<file path="config.mk">
export PLATFORM = sky130hd
export DESIGN_NAME = esp_serial_port
export DESIGN_NICKNAME = d
export VERILOG_FILES = /design/src/rtl/esp_serial_port.v
export VERILOG_INCLUDE_DIRS = /design/src /design/src/pkg
export SDC_FILE = /design/constraint.sdc
export NUM_CORES = 1
export LEC_CHECK = 0
export BUFFER_PORTS_ARGS = -buffer_cell sky130_fd_sc_hd__buf_2
export CAP_MARGIN = 10
export CELL_PAD_IN_SITES_DETAIL_PLACEMENT = 0
export CELL_PAD_IN_SITES_GLOBAL_PLACEMENT = 2
export CORE_ASPECT_RATIO = 1.4
export CORE_MARGIN = 4
export CORE_UTILIZATION = 38
export DETAILED_ROUTE_END_ITERATION = 12
export PLACE_DENSITY_LB_ADDON = 0.1
export SLEW_MARGIN = 15
export SYNTH_ARGS = -nofsm -noshare
export SYNTH_HDL_FRONTEND = slang
export SYNTH_SLANG_ARGS = --single-unit
export TNS_END_PERCENT = 10
</file>
<file path="constraint.sdc">
create_clock -name CLK_SYS -period 3.8 [get_ports CLK_SYS]
set_input_delay 0.19 -clock CLK_SYS [delete_from_list [all_inputs] [get_ports CLK_SYS]]
set_output_delay 0.19 -clock CLK_SYS [all_outputs]
set_load 0.02 [all_outputs]
</file>
<file path="src/pkg/esp_consts.vh">
// Constants for the enhanced serial port: register offsets, fields, reset values, timing.
// Assumes a plain 8-bit register port with one-cycle read latency.
`ifndef ESP_CONSTS_VH
`define ESP_CONSTS_VH

// ==========================================================
// Register offsets
`define ESP_ADDR_W        3
`define ESP_OFF_CTRL      3'h0
`define ESP_OFF_BUF       3'h1
`define ESP_OFF_PWR       3'h2
`define ESP_OFF_ADDR      3'h3
`define ESP_OFF_MASK      3'h4
`define ESP_OFF_BAUD      3'h5

// ==========================================================
// Control register fields
`define ESP_CTRL_MODE_HI  7
`define ESP_CTRL_MODE_LO  6
`define ESP_CTRL_MPE      5
`define ESP_CTRL_REN      4
`define ESP_CTRL_TB8      3
`define ESP_CTRL_RB8      2
`define ESP_CTRL_TI       1
`define ESP_CTRL_RI       0

// Power control fields
`define ESP_PWR_DOUBLE    7
`define ESP_PWR_FEACC     6

// Baud source select field
`define ESP_BAUD_T2       0

// ==========================================================
// Reset values
`define ESP_CTRL_RST      8'h00
`define ESP_PWR_RST       8'h00
`define ESP_ADDR_RST      8'h00
`define ESP_MASK_RST      8'h00

// ==========================================================
// Timing: oscillator clocks per bit (shift, mode 2); timer overflows per bit (T1, T2)
`define ESP_SHIFT_DIV     12
`define ESP_M2_DIV        64
`define ESP_T1_DIV        32
`define ESP_T2_DIV        16

`endif

</file>
<file path="src/rtl/esp_serial_port.v">
// Enhanced serial port: shift mode and 10/11-bit asynchronous frames with address filter.
// Assumes CLK_SYS is the oscillator clock and timer overflow pulses arrive on CLK_SYS.
//
// The strobed register port and the address map were decided locally.
`timescale 1ns/1ps
`include "esp_consts.vh"

module esp_serial_port
(
	// Clock and reset
	input  wire                   CLK_SYS,
	input  wire                   RST,
	// Register port
	input  wire [`ESP_ADDR_W-1:0] ADDR,
	input  wire [7:0]             WDATA,
	input  wire                   WR,
	input  wire                   RD,
	output reg  [7:0]             RDATA,
	// Timer overflow pulses
	input  wire                   T1_OVF,
	input  wire                   T2_OVF,
	// Serial pins
	input  wire                   RXD_IN,
	output reg                    RXD_OUT,
	output reg                    RXD_OE,
	output reg                    TXD,
	// Interrupt request
	output reg                    SER_IRQ
);

	localparam ST_IDLE = 2'h0;
	localparam ST_SHIFT = 2'h1;
	localparam ST_DONE = 2'h2;

	// ==========================================================
	// Registers
	reg [1:0] mode;
	reg       mpe;
	reg       ren;
	reg       tb8;
	reg       rb8;
	reg       ti;
	reg       ri;
	reg       fe;
	reg       pwr_double;
	reg       pwr_feacc;
	reg [5:0] pwr_other;
	reg [7:0] own_addr;
	reg [7:0] addr_mask;
	reg       baud_t2;
	reg [7:0] rx_buf;

	wire wr_ctrl = WR && (ADDR == `ESP_OFF_CTRL);
	wire wr_buf = WR && (ADDR == `ESP_OFF_BUF);
	wire wr_pwr = WR && (ADDR == `ESP_OFF_PWR);

	// ==========================================================
	// Pin synchroniser
	reg [2:0] rx_sync;
	always @(posedge CLK_SYS)
	begin
		if (RST)
			rx_sync <= 3'h7;
		else
			rx_sync <= {rx_sync[1:0], RXD_IN};
	end
	reg rx_pin;
	always @(posedge CLK_SYS)
	begin
		if (RST)
			rx_pin <= 1'b1;
		else if (rx_sync[1] == rx_sync[2])
			rx_pin <= rx_sync[2];
	end

	// ==========================================================
	// Baud ticks: 16x oversample tick for async modes
	reg [5:0] osc_cnt;
	reg       t1_half;
	reg       os_tick;
	reg [3:0] sh_cnt;
	reg       sh_tick;
	always @(posedge CLK_SYS)
	begin
		if (RST)
		begin
			osc_cnt <= 6'h00;
			t1_half <= 1'b0;
			os_tick <= 1'b0;
			sh_cnt <= 4'h0;
			sh_tick <= 1'b0;
		end
		else
		begin
			os_tick <= 1'b0;
			if (mode == 2'h2)
			begin
				// Mode 2: 64 or 32 osc clocks per bit, 16 ticks per bit
				if (osc_cnt >= (pwr_double ? 6'h01 : 6'h03))
				begin
					osc_cnt <= 6'h00;
					os_tick <= 1'b1;
				end
				else
					osc_cnt <= osc_cnt + 6'h01;
			end
			else if (baud_t2)
				os_tick <= T2_OVF;
			else if (T1_OVF)
			begin
				// Timer 1: halve unless double rate
				t1_half <= ~t1_half;
				os_tick <= pwr_double | t1_half;
			end
			sh_tick <= 1'b0;
			if (sh_cnt == 4'd`ESP_SHIFT_DIV - 4'h1)
			begin
				sh_cnt <= 4'h0;
				sh_tick <= 1'b1;
			end
			else
				sh_cnt <= sh_cnt + 4'h1;
		end
	end

	// ==========================================================
	// Transmitter
	reg [1:0]  tx_st;
	reg [10:0] tx_sr;
	reg [3:0]  tx_bits;
	reg [3:0]  tx_os;
	reg        tx_done;
	always @(posedge CLK_SYS)
	begin
		if (RST)
		begin
			tx_st <= ST_IDLE;
			tx_sr <= 11'h7ff;
			tx_bits <= 4'h0;
			tx_os <= 4'h0;
			tx_done <= 1'b0;
			TXD <= 1'b1;
			RXD_OUT <= 1'b1;
			RXD_OE <= 1'b0;
		end
		else
		begin
			tx_done <= 1'b0;
			case (tx_st)
			ST_IDLE:
			begin
				TXD <= 1'b1;
				RXD_OE <= 1'b0;
				if (wr_buf)
				begin
					tx_st <= ST_SHIFT;
					tx_os <= 4'h0;
					if (mode == 2'h0)
					begin
						tx_sr <= {3'h7, WDATA};
						tx_bits <= 4'd8;
					end
					else if (mode == 2'h1)
					begin
						tx_sr <= {1'b1, 1'b1, WDATA, 1'b0};
						tx_bits <= 4'd10;
					end
					else
					begin
						tx_sr <= {1'b1, tb8, WDATA, 1'b0};
						tx_bits <= 4'd11;
					end
				end
			end
			ST_SHIFT:
			begin
				if (mode == 2'h0)
				begin
					// Shift mode: data on RXD, clock low for first half of bit
					if (sh_tick)
					begin
						RXD_OE <= 1'b1;
						RXD_OUT <= tx_sr[0];
						TXD <= 1'b0;
						tx_os <= 4'h1;
					end
					else if (tx_os == 4'h1 && sh_cnt == 4'd6)
					begin
						TXD <= 1'b1;
						tx_os <= 4'h0;
						tx_sr <= {1'b1, tx_sr[10:1]};
						tx_bits <= tx_bits - 4'h1;
						if (tx_bits == 4'h1)
							tx_st <= ST_DONE;
					end
				end
				else if (os_tick)
				begin
					TXD <= tx_sr[0];
					tx_os <= tx_os + 4'h1;
					if (tx_os == 4'hf)
					begin
						tx_sr <= {1'b1, tx_sr[10:1]};
						tx_bits <= tx_bits - 4'h1;
						if (tx_bits == 4'h1)
							tx_st <= ST_DONE;
					end
				end
			end
			ST_DONE:
			begin
				tx_done <= 1'b1;
				tx_st <= ST_IDLE;
			end
			default: tx_st <= ST_IDLE;
			endcase
		end
	end

	// ==========================================================
	// Receiver
	function addr_match;
		input [7:0] data;
		input [7:0] adr;
		input [7:0] msk;
		begin
			// Given address on masked bits, or broadcast address
			addr_match = (((data ^ adr) & msk) == 8'h00) ||
				(((data ^ (adr | msk)) & (adr | msk)) == 8'h00);
		end
	endfunction

	reg [1:0] rx_st;
	reg [9:0] rx_sr;
	reg [3:0] rx_bits;
	reg [3:0] rx_os;
	reg       rx_fin;
	reg       rx_sh_clk;
	always @(posedge CLK_SYS)
	begin
		if (RST)
		begin
			rx_st <= ST_IDLE;
			rx_sr <= 10'h000;
			rx_bits <= 4'h0;
			rx_os <= 4'h0;
			rx_fin <= 1'b0;
			rx_sh_clk <= 1'b0;
		end
		else
		begin
			rx_fin <= 1'b0;
			case (rx_st)
			ST_IDLE:
			begin
				rx_os <= 4'h0;
				rx_sh_clk <= 1'b0;
				// Cleared here, after the finished frame has been copied out
				rx_sr <= 10'h000;
				if (ren && mode == 2'h0 && !ri && tx_st == ST_IDLE)
				begin
					rx_st <= ST_SHIFT;
					rx_bits <= 4'd8;
				end
				else if (ren && mode != 2'h0 && !rx_pin)
				begin
					rx_st <= ST_SHIFT;
					rx_bits <= (mode == 2'h1) ? 4'd10 : 4'd11;
				end
			end
			ST_SHIFT:
			begin
				if (mode == 2'h0)
				begin
					// Sample data at rising shift clock
					if (sh_tick)
						rx_sh_clk <= 1'b1;
					else if (rx_sh_clk && sh_cnt == 4'd6)
					begin
						rx_sh_clk <= 1'b0;
						rx_sr <= {rx_pin, rx_sr[9:1]};
						rx_bits <= rx_bits - 4'h1;
						if (rx_bits == 4'h1)
							rx_st <= ST_DONE;
					end
				end
				else if (os_tick)
				begin
					rx_os <= rx_os + 4'h1;
					if (rx_os == 4'h7)
					begin
						if (rx_bits > 4'd9 - {3'h0, mode[1]} && rx_pin && rx_sr == 10'h000
							&& rx_bits == (mode == 2'h1 ? 4'd10 : 4'd11))
							rx_st <= ST_IDLE; // False start bit
						else
						begin
							rx_sr <= {rx_pin, rx_sr[9:1]};
							rx_bits <= rx_bits - 4'h1;
							if (rx_bits == 4'h1)
								rx_st <= ST_DONE;
						end
					end
				end
			end
			ST_DONE:
			begin
				rx_fin <= 1'b1;
				rx_st <= ST_IDLE;
			end
			default: rx_st <= ST_IDLE;
			endcase
		end
	end

	// Received frame fields, aligned by mode
	wire [7:0] rx_byte = (mode == 2'h0) ? rx_sr[9:2] : (mode == 2'h1) ? rx_sr[8:1] : rx_sr[7:0];
	wire       rx_stop = rx_sr[9];
	wire       rx_ninth = (mode == 2'h1) ? rx_sr[9] : rx_sr[8];
	wire       rx_hit = addr_match(rx_byte, own_addr, addr_mask);
	reg        rx_flag_set;
	always @*
	begin
		rx_flag_set = 1'b1;
		if (mpe && mode == 2'h1)
			rx_flag_set = rx_stop && rx_hit;
		else if (mpe && mode[1])
			rx_flag_set = rx_ninth && rx_hit;
	end

	// ==========================================================
	// Register file; hardware set wins over software clear
	always @(posedge CLK_SYS)
	begin
		if (RST)
		begin
			{mode, mpe, ren, tb8, rb8, ti, ri} <= `ESP_CTRL_RST;
			fe <= 1'b0;
			{pwr_double, pwr_feacc, pwr_other} <= `ESP_PWR_RST;
			own_addr <= `ESP_ADDR_RST;
			addr_mask <= `ESP_MASK_RST;
			baud_t2 <= 1'b0;
			rx_buf <= 8'h00;
		end
		else
		begin
			if (wr_ctrl)
			begin
				if (pwr_feacc)
					fe <= WDATA[`ESP_CTRL_MODE_HI];
				else
					mode[1] <= WDATA[`ESP_CTRL_MODE_HI];
				mode[0] <= WDATA[`ESP_CTRL_MODE_LO];
				mpe <= WDATA[`ESP_CTRL_MPE];
				ren <= WDATA[`ESP_CTRL_REN];
				tb8 <= WDATA[`ESP_CTRL_TB8];
				rb8 <= WDATA[`ESP_CTRL_RB8];
				ti <= WDATA[`ESP_CTRL_TI];
				ri <= WDATA[`ESP_CTRL_RI];
			end
			if (wr_pwr)
				{pwr_double, pwr_feacc, pwr_other} <= WDATA;
			if (WR && ADDR == `ESP_OFF_ADDR)
				own_addr <= WDATA;
			if (WR && ADDR == `ESP_OFF_MASK)
				addr_mask <= WDATA;
			if (WR && ADDR == `ESP_OFF_BAUD)
				baud_t2 <= WDATA[`ESP_BAUD_T2];
			if (tx_done)
				ti <= 1'b1;
			if (rx_fin)
			begin
				rx_buf <= rx_byte;
				if (mode != 2'h0)
					rb8 <= rx_ninth;
				if (mode != 2'h0 && !rx_stop)
					fe <= 1'b1;
				if (rx_flag_set)
					ri <= 1'b1;
			end
		end
	end

	// ==========================================================
	// Read data and interrupt output
	always @(posedge CLK_SYS)
	begin
		if (RST)
		begin
			RDATA <= 8'h00;
			SER_IRQ <= 1'b0;
		end
		else
		begin
			SER_IRQ <= ti | ri;
			if (RD)
				case (ADDR)
				`ESP_OFF_CTRL: RDATA <= {pwr_feacc ? fe : mode[1], mode[0], mpe, ren,
					tb8, rb8, ti, ri};
				`ESP_OFF_BUF: RDATA <= rx_buf;
				`ESP_OFF_PWR: RDATA <= {pwr_double, pwr_feacc, pwr_other};
				`ESP_OFF_ADDR: RDATA <= own_addr;
				`ESP_OFF_MASK: RDATA <= addr_mask;
				`ESP_OFF_BAUD: RDATA <= {7'h00, baud_t2};
				default: RDATA <= 8'h00;
				endcase
		end
	end

endmodule // esp_serial_port

</file>
==> results of run 1 <==
[final cells by class]
class	instances	share of cell area [%]
multi-input combinational	538	50.04
tap	192	3.566
sequential	114	33.88
timing repair buffer	34	2.786
clock inverter	9	1.913
clock buffer	23	7.095
inverter	13	0.7244
[flip-flops by register name (all words and copies together), names as in the netlist, 2 cells and up]
signal,count
pwr_other,6
osc_cnt,6
rx_bits,4
RDATA,8
rx_buf,8
own_addr,8
tx_os,4
tx_st,2
mode,2
sh_cnt,4
addr_mask,8
tx_sr,10
rx_st,2
rx_os,4
rx_sr,10
rx_sync,3
tx_bits,4
[how the worst max path moves through the flow]
stage                                     from                      end  cells past startpoint
after floorplan           mode[0]$_SDFFE_PP0P_  rx_bits[2]$_SDFFE_PP0P_                      7
after global placement    mode[0]$_SDFFE_PP0P_  tx_bits[3]$_SDFFE_PP0P_                      6
after detailed placement  mode[0]$_SDFFE_PP0P_  tx_bits[3]$_SDFFE_PP0P_                      6
after CTS                 mode[0]$_SDFFE_PP0P_  tx_bits[3]$_SDFFE_PP0P_                      6
after global routing      mode[0]$_SDFFE_PP0P_  tx_bits[3]$_SDFFE_PP0P_                      6
final                     mode[0]$_SDFFE_PP0P_  tx_bits[3]$_SDFFE_PP0P_                      6
[cell usage after synthesis, types with 5 or more instances]
cell type / instances
nor2_1: 61
xor2_1: 13
a211o_1: 10
nand2b_1: 10
nand3b_1: 6
a21oi_1: 56
inv_1: 13
o21ai_0: 27
or3_1: 6
a22oi_1: 14
clkbuf_1: 42
dfxtp_1: 114
mux2i_1: 26
and2_1: 7
nor3_1: 9
nand2_1: 126
nor2b_1: 8
a311oi_1: 5
a211oi_1: 11
a31oi_1: 11
xnor2_1: 6
ha_1: 11
mux2_2: 10
nand3_1: 13
or2_2: 5
nor3b_1: 5
mux4_2: 7
o22ai_1: 14
[power breakdown]
| part | internal (mW) | switching [mW] |
|---|---|---|
| clock network | 1.08 | 0.560 |
| registers | 1.23 | 0.0294 |
| logic | 0.0680 | 0.115 |
[per-stage QoR]
stage,std cells,hold WS (ns)
after floorplan,716,0.2938
after global placement,890,0.3815
after global routing,923,0.1083
after CTS,923,0.08987
after detailed placement,890,0.3819
final,923,0.1040
[worst max-delay path, cell delays in order (launching register included)]
cell,delay (ns)
dfxtp_1,0.77
nor2_1,0.27
buf_4,0.25
or3_1,0.44
a31o_2,0.41
or3_1,0.38
a31oi_1,0.15
[logic make-up after synthesis]
group,after synthesis
buffers and inverters,64
DFF,114
and+or+nand+nor,281
AOI/OAI and AO/OA,184
muxes,43
xor gates and xnor gates,19
adders and majority gates,11
[what timing repair did]
action / 4_1_cts / 5_1_grt
hold buffers: 1 / 0
endpoints found under the setup margin: 0 / 0
endpoints found under the hold margin: 1 / 0
[routing by layer]
metal / share of wire, % / vias up / track usage [%] / wire length, um
met5: 0 / - / 0 / 0
met4: 2.3 / 0 / 7.045 / 379
met3: 3.4 / 26 / 3.531 / 568
met2: 50 / 102 / 32.85 / 8349
met1: 44 / 2460 / 24.26 / 7314
li1: - / 2558 / - / -
==> results.sh, run 1 <==
export IMPL_synth_seq_cells=114
export IMPL_p_per_area_mw_per_mm2=457.0
export IMPL_die_w_um=113.4
export IMPL_grt_util_all_layers_pct=19.26
export IMPL_die_h_um=155.6
export IMPL_muxShareOfSynthArea_pct=8.974
export IMPL_synth_edff_count=0
export IMPL_cap_violations=0
export IMPL_r2r_end="tx_bits[3]$_SDFFE_PP0P_"
export IMPL_wl_per_cell_um=18.00
export IMPL_tns_ns=0
export IMPL_start_util_pct=39.10
export IMPL_htree_num_levels=4
export IMPL_worst_pin_slew_ns=0.8798
export IMPL_multi_input_area_mm2=0.003371
export IMPL_drtAntennaViolNets=0
export IMPL_synth_async_sr_flop_share_pct=0
export IMPL_dp_hpwl_mm=11.53
export IMPL_boundaryPins=30
export IMPL_cp_end_kind="register"
export IMPL_cts_tree="built"
export IMPL_yosysTopAreaCell="dfxtp_1"
export IMPL_nFillCells=1508
export IMPL_rsz0062_at_grt="false"
export IMPL_cts_buffer_depth=2
export IMPL_drt_iter0_drc=243
export IMPL_dpl_cell_area_mm2=0.006120
export IMPL_design_die_area_mm2=0.01765
export IMPL_insertion_delay_ns=0.42
export IMPL_numCtsBuffers=17
export IMPL_mostFrequentLayoutCell="nand2_1"
export IMPL_ys_flop_type="dfxtp_1"
export IMPL_synthXorXnorAreaFrac_pct=2.815
export IMPL_post_cts_buffers=0
export IMPL_max_freq_ghz=0.3628
export IMPL_antenna_found_initial=0
export IMPL_syn_area_per_cell_um2=8.257
export IMPL_seq_area_mm2=0.002282
export IMPL_dp_slack_ns=1.031
export IMPL_row_count=53
export IMPL_critical_path_class="register to register"
export IMPL_finalCritPeriodShare_pct=72.53
export IMPL_leakagePower_nw=2.457
export IMPL_antennaDiodeCount=0
export IMPL_grt_pass1_wl_mm=26.86
export IMPL_design_area_mm2=0.006736
export IMPL_core_area_mm2=0.01512
export IMPL_fin_crit_ns=2.756
export IMPL_seq_area_frac_synth_pct=38.60
export IMPL_mostFrequentLayoutCells="nand2_1 (126), dfxtp_1 (114), nor2_1 (61), a21oi_1 (56), buf_2 (28)"
export IMPL_ys_top_cells_by_area="dfxtp_1 (39%), nand2_1 (8.0%), a21oi_1 (4.7%)"
export IMPL_clockRootBuffer="clkbuf_16"
export IMPL_total_power_mw=3.078
export IMPL_grt_overflow=0
export IMPL_clkSlewWorstSetupHoldPaths_ns=0.06
export IMPL_hold_end="pwr_other[3]$_SDFFE_PP0P_"
export IMPL_nNetsFinal=747
export IMPL_utilization_pct=44.55
export IMPL_worstHoldStart="WDATA[3]"
export IMPL_synth_adder_area_share_pct=2.328
export IMPL_synthesis_area_mm2=0.005912
export IMPL_timing_slew_headroom_pct=41.27
export IMPL_ys_warn_count=0
export IMPL_ir_drop_uv=277.8
export IMPL_required_ns=4.14
export IMPL_crit_arrival_ns=3.09
export IMPL_r2r_cells=6
export IMPL_cts_sinks=114
export IMPL_rrSetupSlack_ns=1.04
export IMPL_routabilityCongestion=0.8192
export IMPL_via_per_inst=5.575
export IMPL_finClkSkew_ns=0.009864
export IMPL_slew_viol_final=0
export IMPL_synthSimpleGateAreaFrac_pct=22.52
export IMPL_grt_pass1_vias=5005
export IMPL_drc=0
export IMPL_synth_top_area_share_pct=38.60
export IMPL_syn_to_final_growth_pct=13.95
export IMPL_status="complete, no violations"
export IMPL_r2r_start="mode[0]$_SDFFE_PP0P_"
export IMPL_setup_violations_final=0
export IMPL_routed_via_count=5146
export IMPL_placement_io_buffers=29
export IMPL_grt_max_degree=84
export IMPL_hold_violations=0
export IMPL_synth_top_family_by_area="simple AND/OR/NAND/NOR gates"
export IMPL_synth_compound_area_share_pct=20.38
export IMPL_worst_slack_ns=1.044
export IMPL_setup_worst_path_start_class="register"
export IMPL_crit_path_max_fanout=22
export IMPL_synth_nets=745
export IMPL_syn_inst=716
export IMPL_cts_resized_gates=0
export IMPL_firstDrtPassIters=5
export IMPL_drt_total_wl_mm=16.61
export IMPL_yosysUniqueCellTypes=66
export IMPL_drive_above_1_share_pct=12.86
export IMPL_hold_class="input pin to register"
export IMPL_hold_path_depth=3
(Power assumes the default switching activity.)
==> run 2: changes to the inputs <==
--- a/config.mk
+++ b/config.mk
@@ -12,7 +12,7 @@
 export CELL_PAD_IN_SITES_GLOBAL_PLACEMENT = 2
 export CORE_ASPECT_RATIO = 1.4
 export CORE_MARGIN = 4
-export CORE_UTILIZATION = 38
+export CORE_UTILIZATION = 37
 export DETAILED_ROUTE_END_ITERATION = 12
 export PLACE_DENSITY_LB_ADDON = 0.1
 export SLEW_MARGIN = 15
==> constraint.sdc (replaced) <==
create_clock -name CLK_SYS -period 2.89 [get_ports CLK_SYS]
set_input_delay 0.1445 -clock CLK_SYS [delete_from_list [all_inputs] [get_ports CLK_SYS]]
set_output_delay 0.1445 -clock CLK_SYS [all_outputs]
set_load 0.02 [all_outputs]
==> results.sh, run 2 (synthesis gave the netlist of run 1 again) <==
export IMPL_mostFrequentLayoutCells="nand2_1 (126), dfxtp_1 (114), nor2_1 (61), a21oi_1 (56), buf_2 (28)"
export IMPL_nFillCells=1567
export IMPL_htree_num_levels=4
export IMPL_grt_max_degree=60
export IMPL_timing_slew_headroom_pct=45.43
export IMPL_finalCritPeriodShare_pct=77.43
export IMPL_clkSlewWorstSetupHoldPaths_ns=0.05
export IMPL_antenna_found_initial=0
export IMPL_crit_arrival_ns=2.57
export IMPL_cts_sinks=114
export IMPL_hold_violations=0
export IMPL_routabilityCongestion=0.7987
export IMPL_p_per_area_mw_per_mm2=597.3
export IMPL_endpoint="rx_sr[5]$_SDFFE_PP0P_"
export IMPL_crit_path_max_fanout=9
export IMPL_cts_resized_gates=0
export IMPL_via_per_inst=5.502
export IMPL_cts_tree="built"
export IMPL_drc=0
export IMPL_cts_buffer_depth=2
export IMPL_tns_ns=0
export IMPL_slew_viol_final=0
export IMPL_r2r_end="rx_sr[5]$_SDFFE_PP0P_"
export IMPL_top_regs="rx_sr: 10 flops, tx_sr: 10 flops"
export IMPL_critical_path_class="register to register"
export IMPL_row_count=54
export IMPL_wl_per_cell_um=18.26
export IMPL_antennaDiodeCount=0
export IMPL_boundaryPins=30
export IMPL_finClkSkew_ns=0.01194
export IMPL_grt_pass1_vias=4870
export IMPL_worst_pin_slew_ns=0.8185
export IMPL_fin_crit_ns=2.238
export IMPL_syn_to_final_growth_pct=15.37
export IMPL_design_area_mm2=0.006820
export IMPL_r2r_cells=6
export IMPL_mostFrequentLayoutCell="nand2_1"
export IMPL_rrSetupSlack_ns=0.65
export IMPL_setup_violations_final=0
export IMPL_placement_io_buffers=29
export IMPL_status="complete, no violations"
export IMPL_dp_hpwl_mm=12.05
export IMPL_leakagePower_nw=2.500
export IMPL_drive_above_1_share_pct=14.07
export IMPL_cp_end_kind="register"
export IMPL_design_die_area_mm2=0.01809
export IMPL_setup_worst_path_start_class="register"
export IMPL_start_util_pct=37.88
export IMPL_die_h_um=157.6
export IMPL_routed_via_count=5144
export IMPL_max_freq_ghz=0.4469
export IMPL_ir_drop_uv=304.0
export IMPL_dpl_cell_area_mm2=0.006197
export IMPL_insertion_delay_ns=0.42
export IMPL_required_ns=3.22
export IMPL_firstDrtPassIters=5
export IMPL_grt_overflow=0
export IMPL_nNetsFinal=755
export IMPL_die_w_um=114.8
export IMPL_startpoint="mode[0]$_SDFFE_PP0P_"
export IMPL_numCtsBuffers=17
export IMPL_whs_ns=0.03461
export IMPL_cap_violations=0
export IMPL_hold_class="input pin to register"
export IMPL_core_area_mm2=0.01561
export IMPL_drt_iter0_drc=273
export IMPL_grt_pass1_wl_mm=27.01
export IMPL_drtAntennaViolNets=0
export IMPL_clockRootBuffer="clkbuf_16"
export IMPL_rsz0062_at_grt="false"
export IMPL_r2r_start="mode[0]$_SDFFE_PP0P_"
export IMPL_grt_util_all_layers_pct=19.54
export IMPL_drt_total_wl_mm=17.08
run 2: cell count changes in the layout (fill, tap and decap cells not counted):
cell        before  now
clkbuf_1         3    1
buf_4            5   12
buf_12           0    1
clkbuf_8         3    2
inv_6            0    1
clkinv_2         3    2
clkinvlp_4       2    4
clkinv_4         1    2
run 2: area by class of cell:
type                       instances  area, um^2  area share, %
clock inverter                    12       156.4          2.293
inverter                          13       48.80         0.7155
tap                              196       245.2          3.596
clock buffer                      20       456.7          6.696
sequential                       114        2282          33.46
multi-input combinational        538        3371          49.42
timing repair buffer              42       260.3          3.816
run 2: per-layer routing:
layer / vias to the layer above / share of wire (%) / wire length (um) / GRT usage (%)
met5: - / 0 / 0 / 0
met4: 0 / 1.6 / 276 / 6.208
met3: 17 / 4.1 / 702 / 4.192
met2: 95 / 51 / 8694 / 33.97
met1: 2448 / 43 / 7402 / 24.01
li1: 2584 / - / - / -
run 2: worst min-delay path by stage:
stage / start / to / slack [ns] / depth (start not counted)
finish: WDATA[3] / tb8$_SDFFE_PP0P_ / 0.03 / 3
global route: WDATA[3] / own_addr[3]$_SDFFE_PP0P_ / 0.04 / 3
CTS: WDATA[3] / tb8$_SDFFE_PP0P_ / 0.02 / 3
detailed placement: RXD_IN / rx_sync[0]$_SDFF_PP1_ / 0.33 / 2
global placement: RXD_IN / rx_sync[0]$_SDFF_PP1_ / 0.33 / 2
floorplan: RXD_IN / rx_sync[0]$_SDFF_PP1_ / 0.25 / 1
run 2: what timing repair did:
action	4_1_cts	5_1_grt
hold buffers	1	0
buffers inserted	0	0
hold endpoints to repair	1	0
run 2: critical path: stages (launching register included):
cell	delay [ns]
dfxtp_1	0.37
o21ai_0	0.22
buf_4	0.23
or3_1	0.41
a221oi_2	0.60
a22oi_1	0.13
o22ai_1	0.18
run 2: metrics by stage:
step                util (%)  cells  power (mW)  setup slack, ns
CTS                    43.70    935       4.125           0.6545
floorplan                  -    716       1.841           0.9803
finish                 43.70    935       4.074           0.6524
global placement       39.71    902       1.925           0.7350
detailed placement     39.71    902       1.930           0.6806
global route           43.70    935       4.227           0.4119
run 2: power breakdown:
part           internal, mW  switching, mW
registers              1.61         0.0367
clock network          1.40          0.777
logic                0.0930          0.155
total                  3.10          0.969
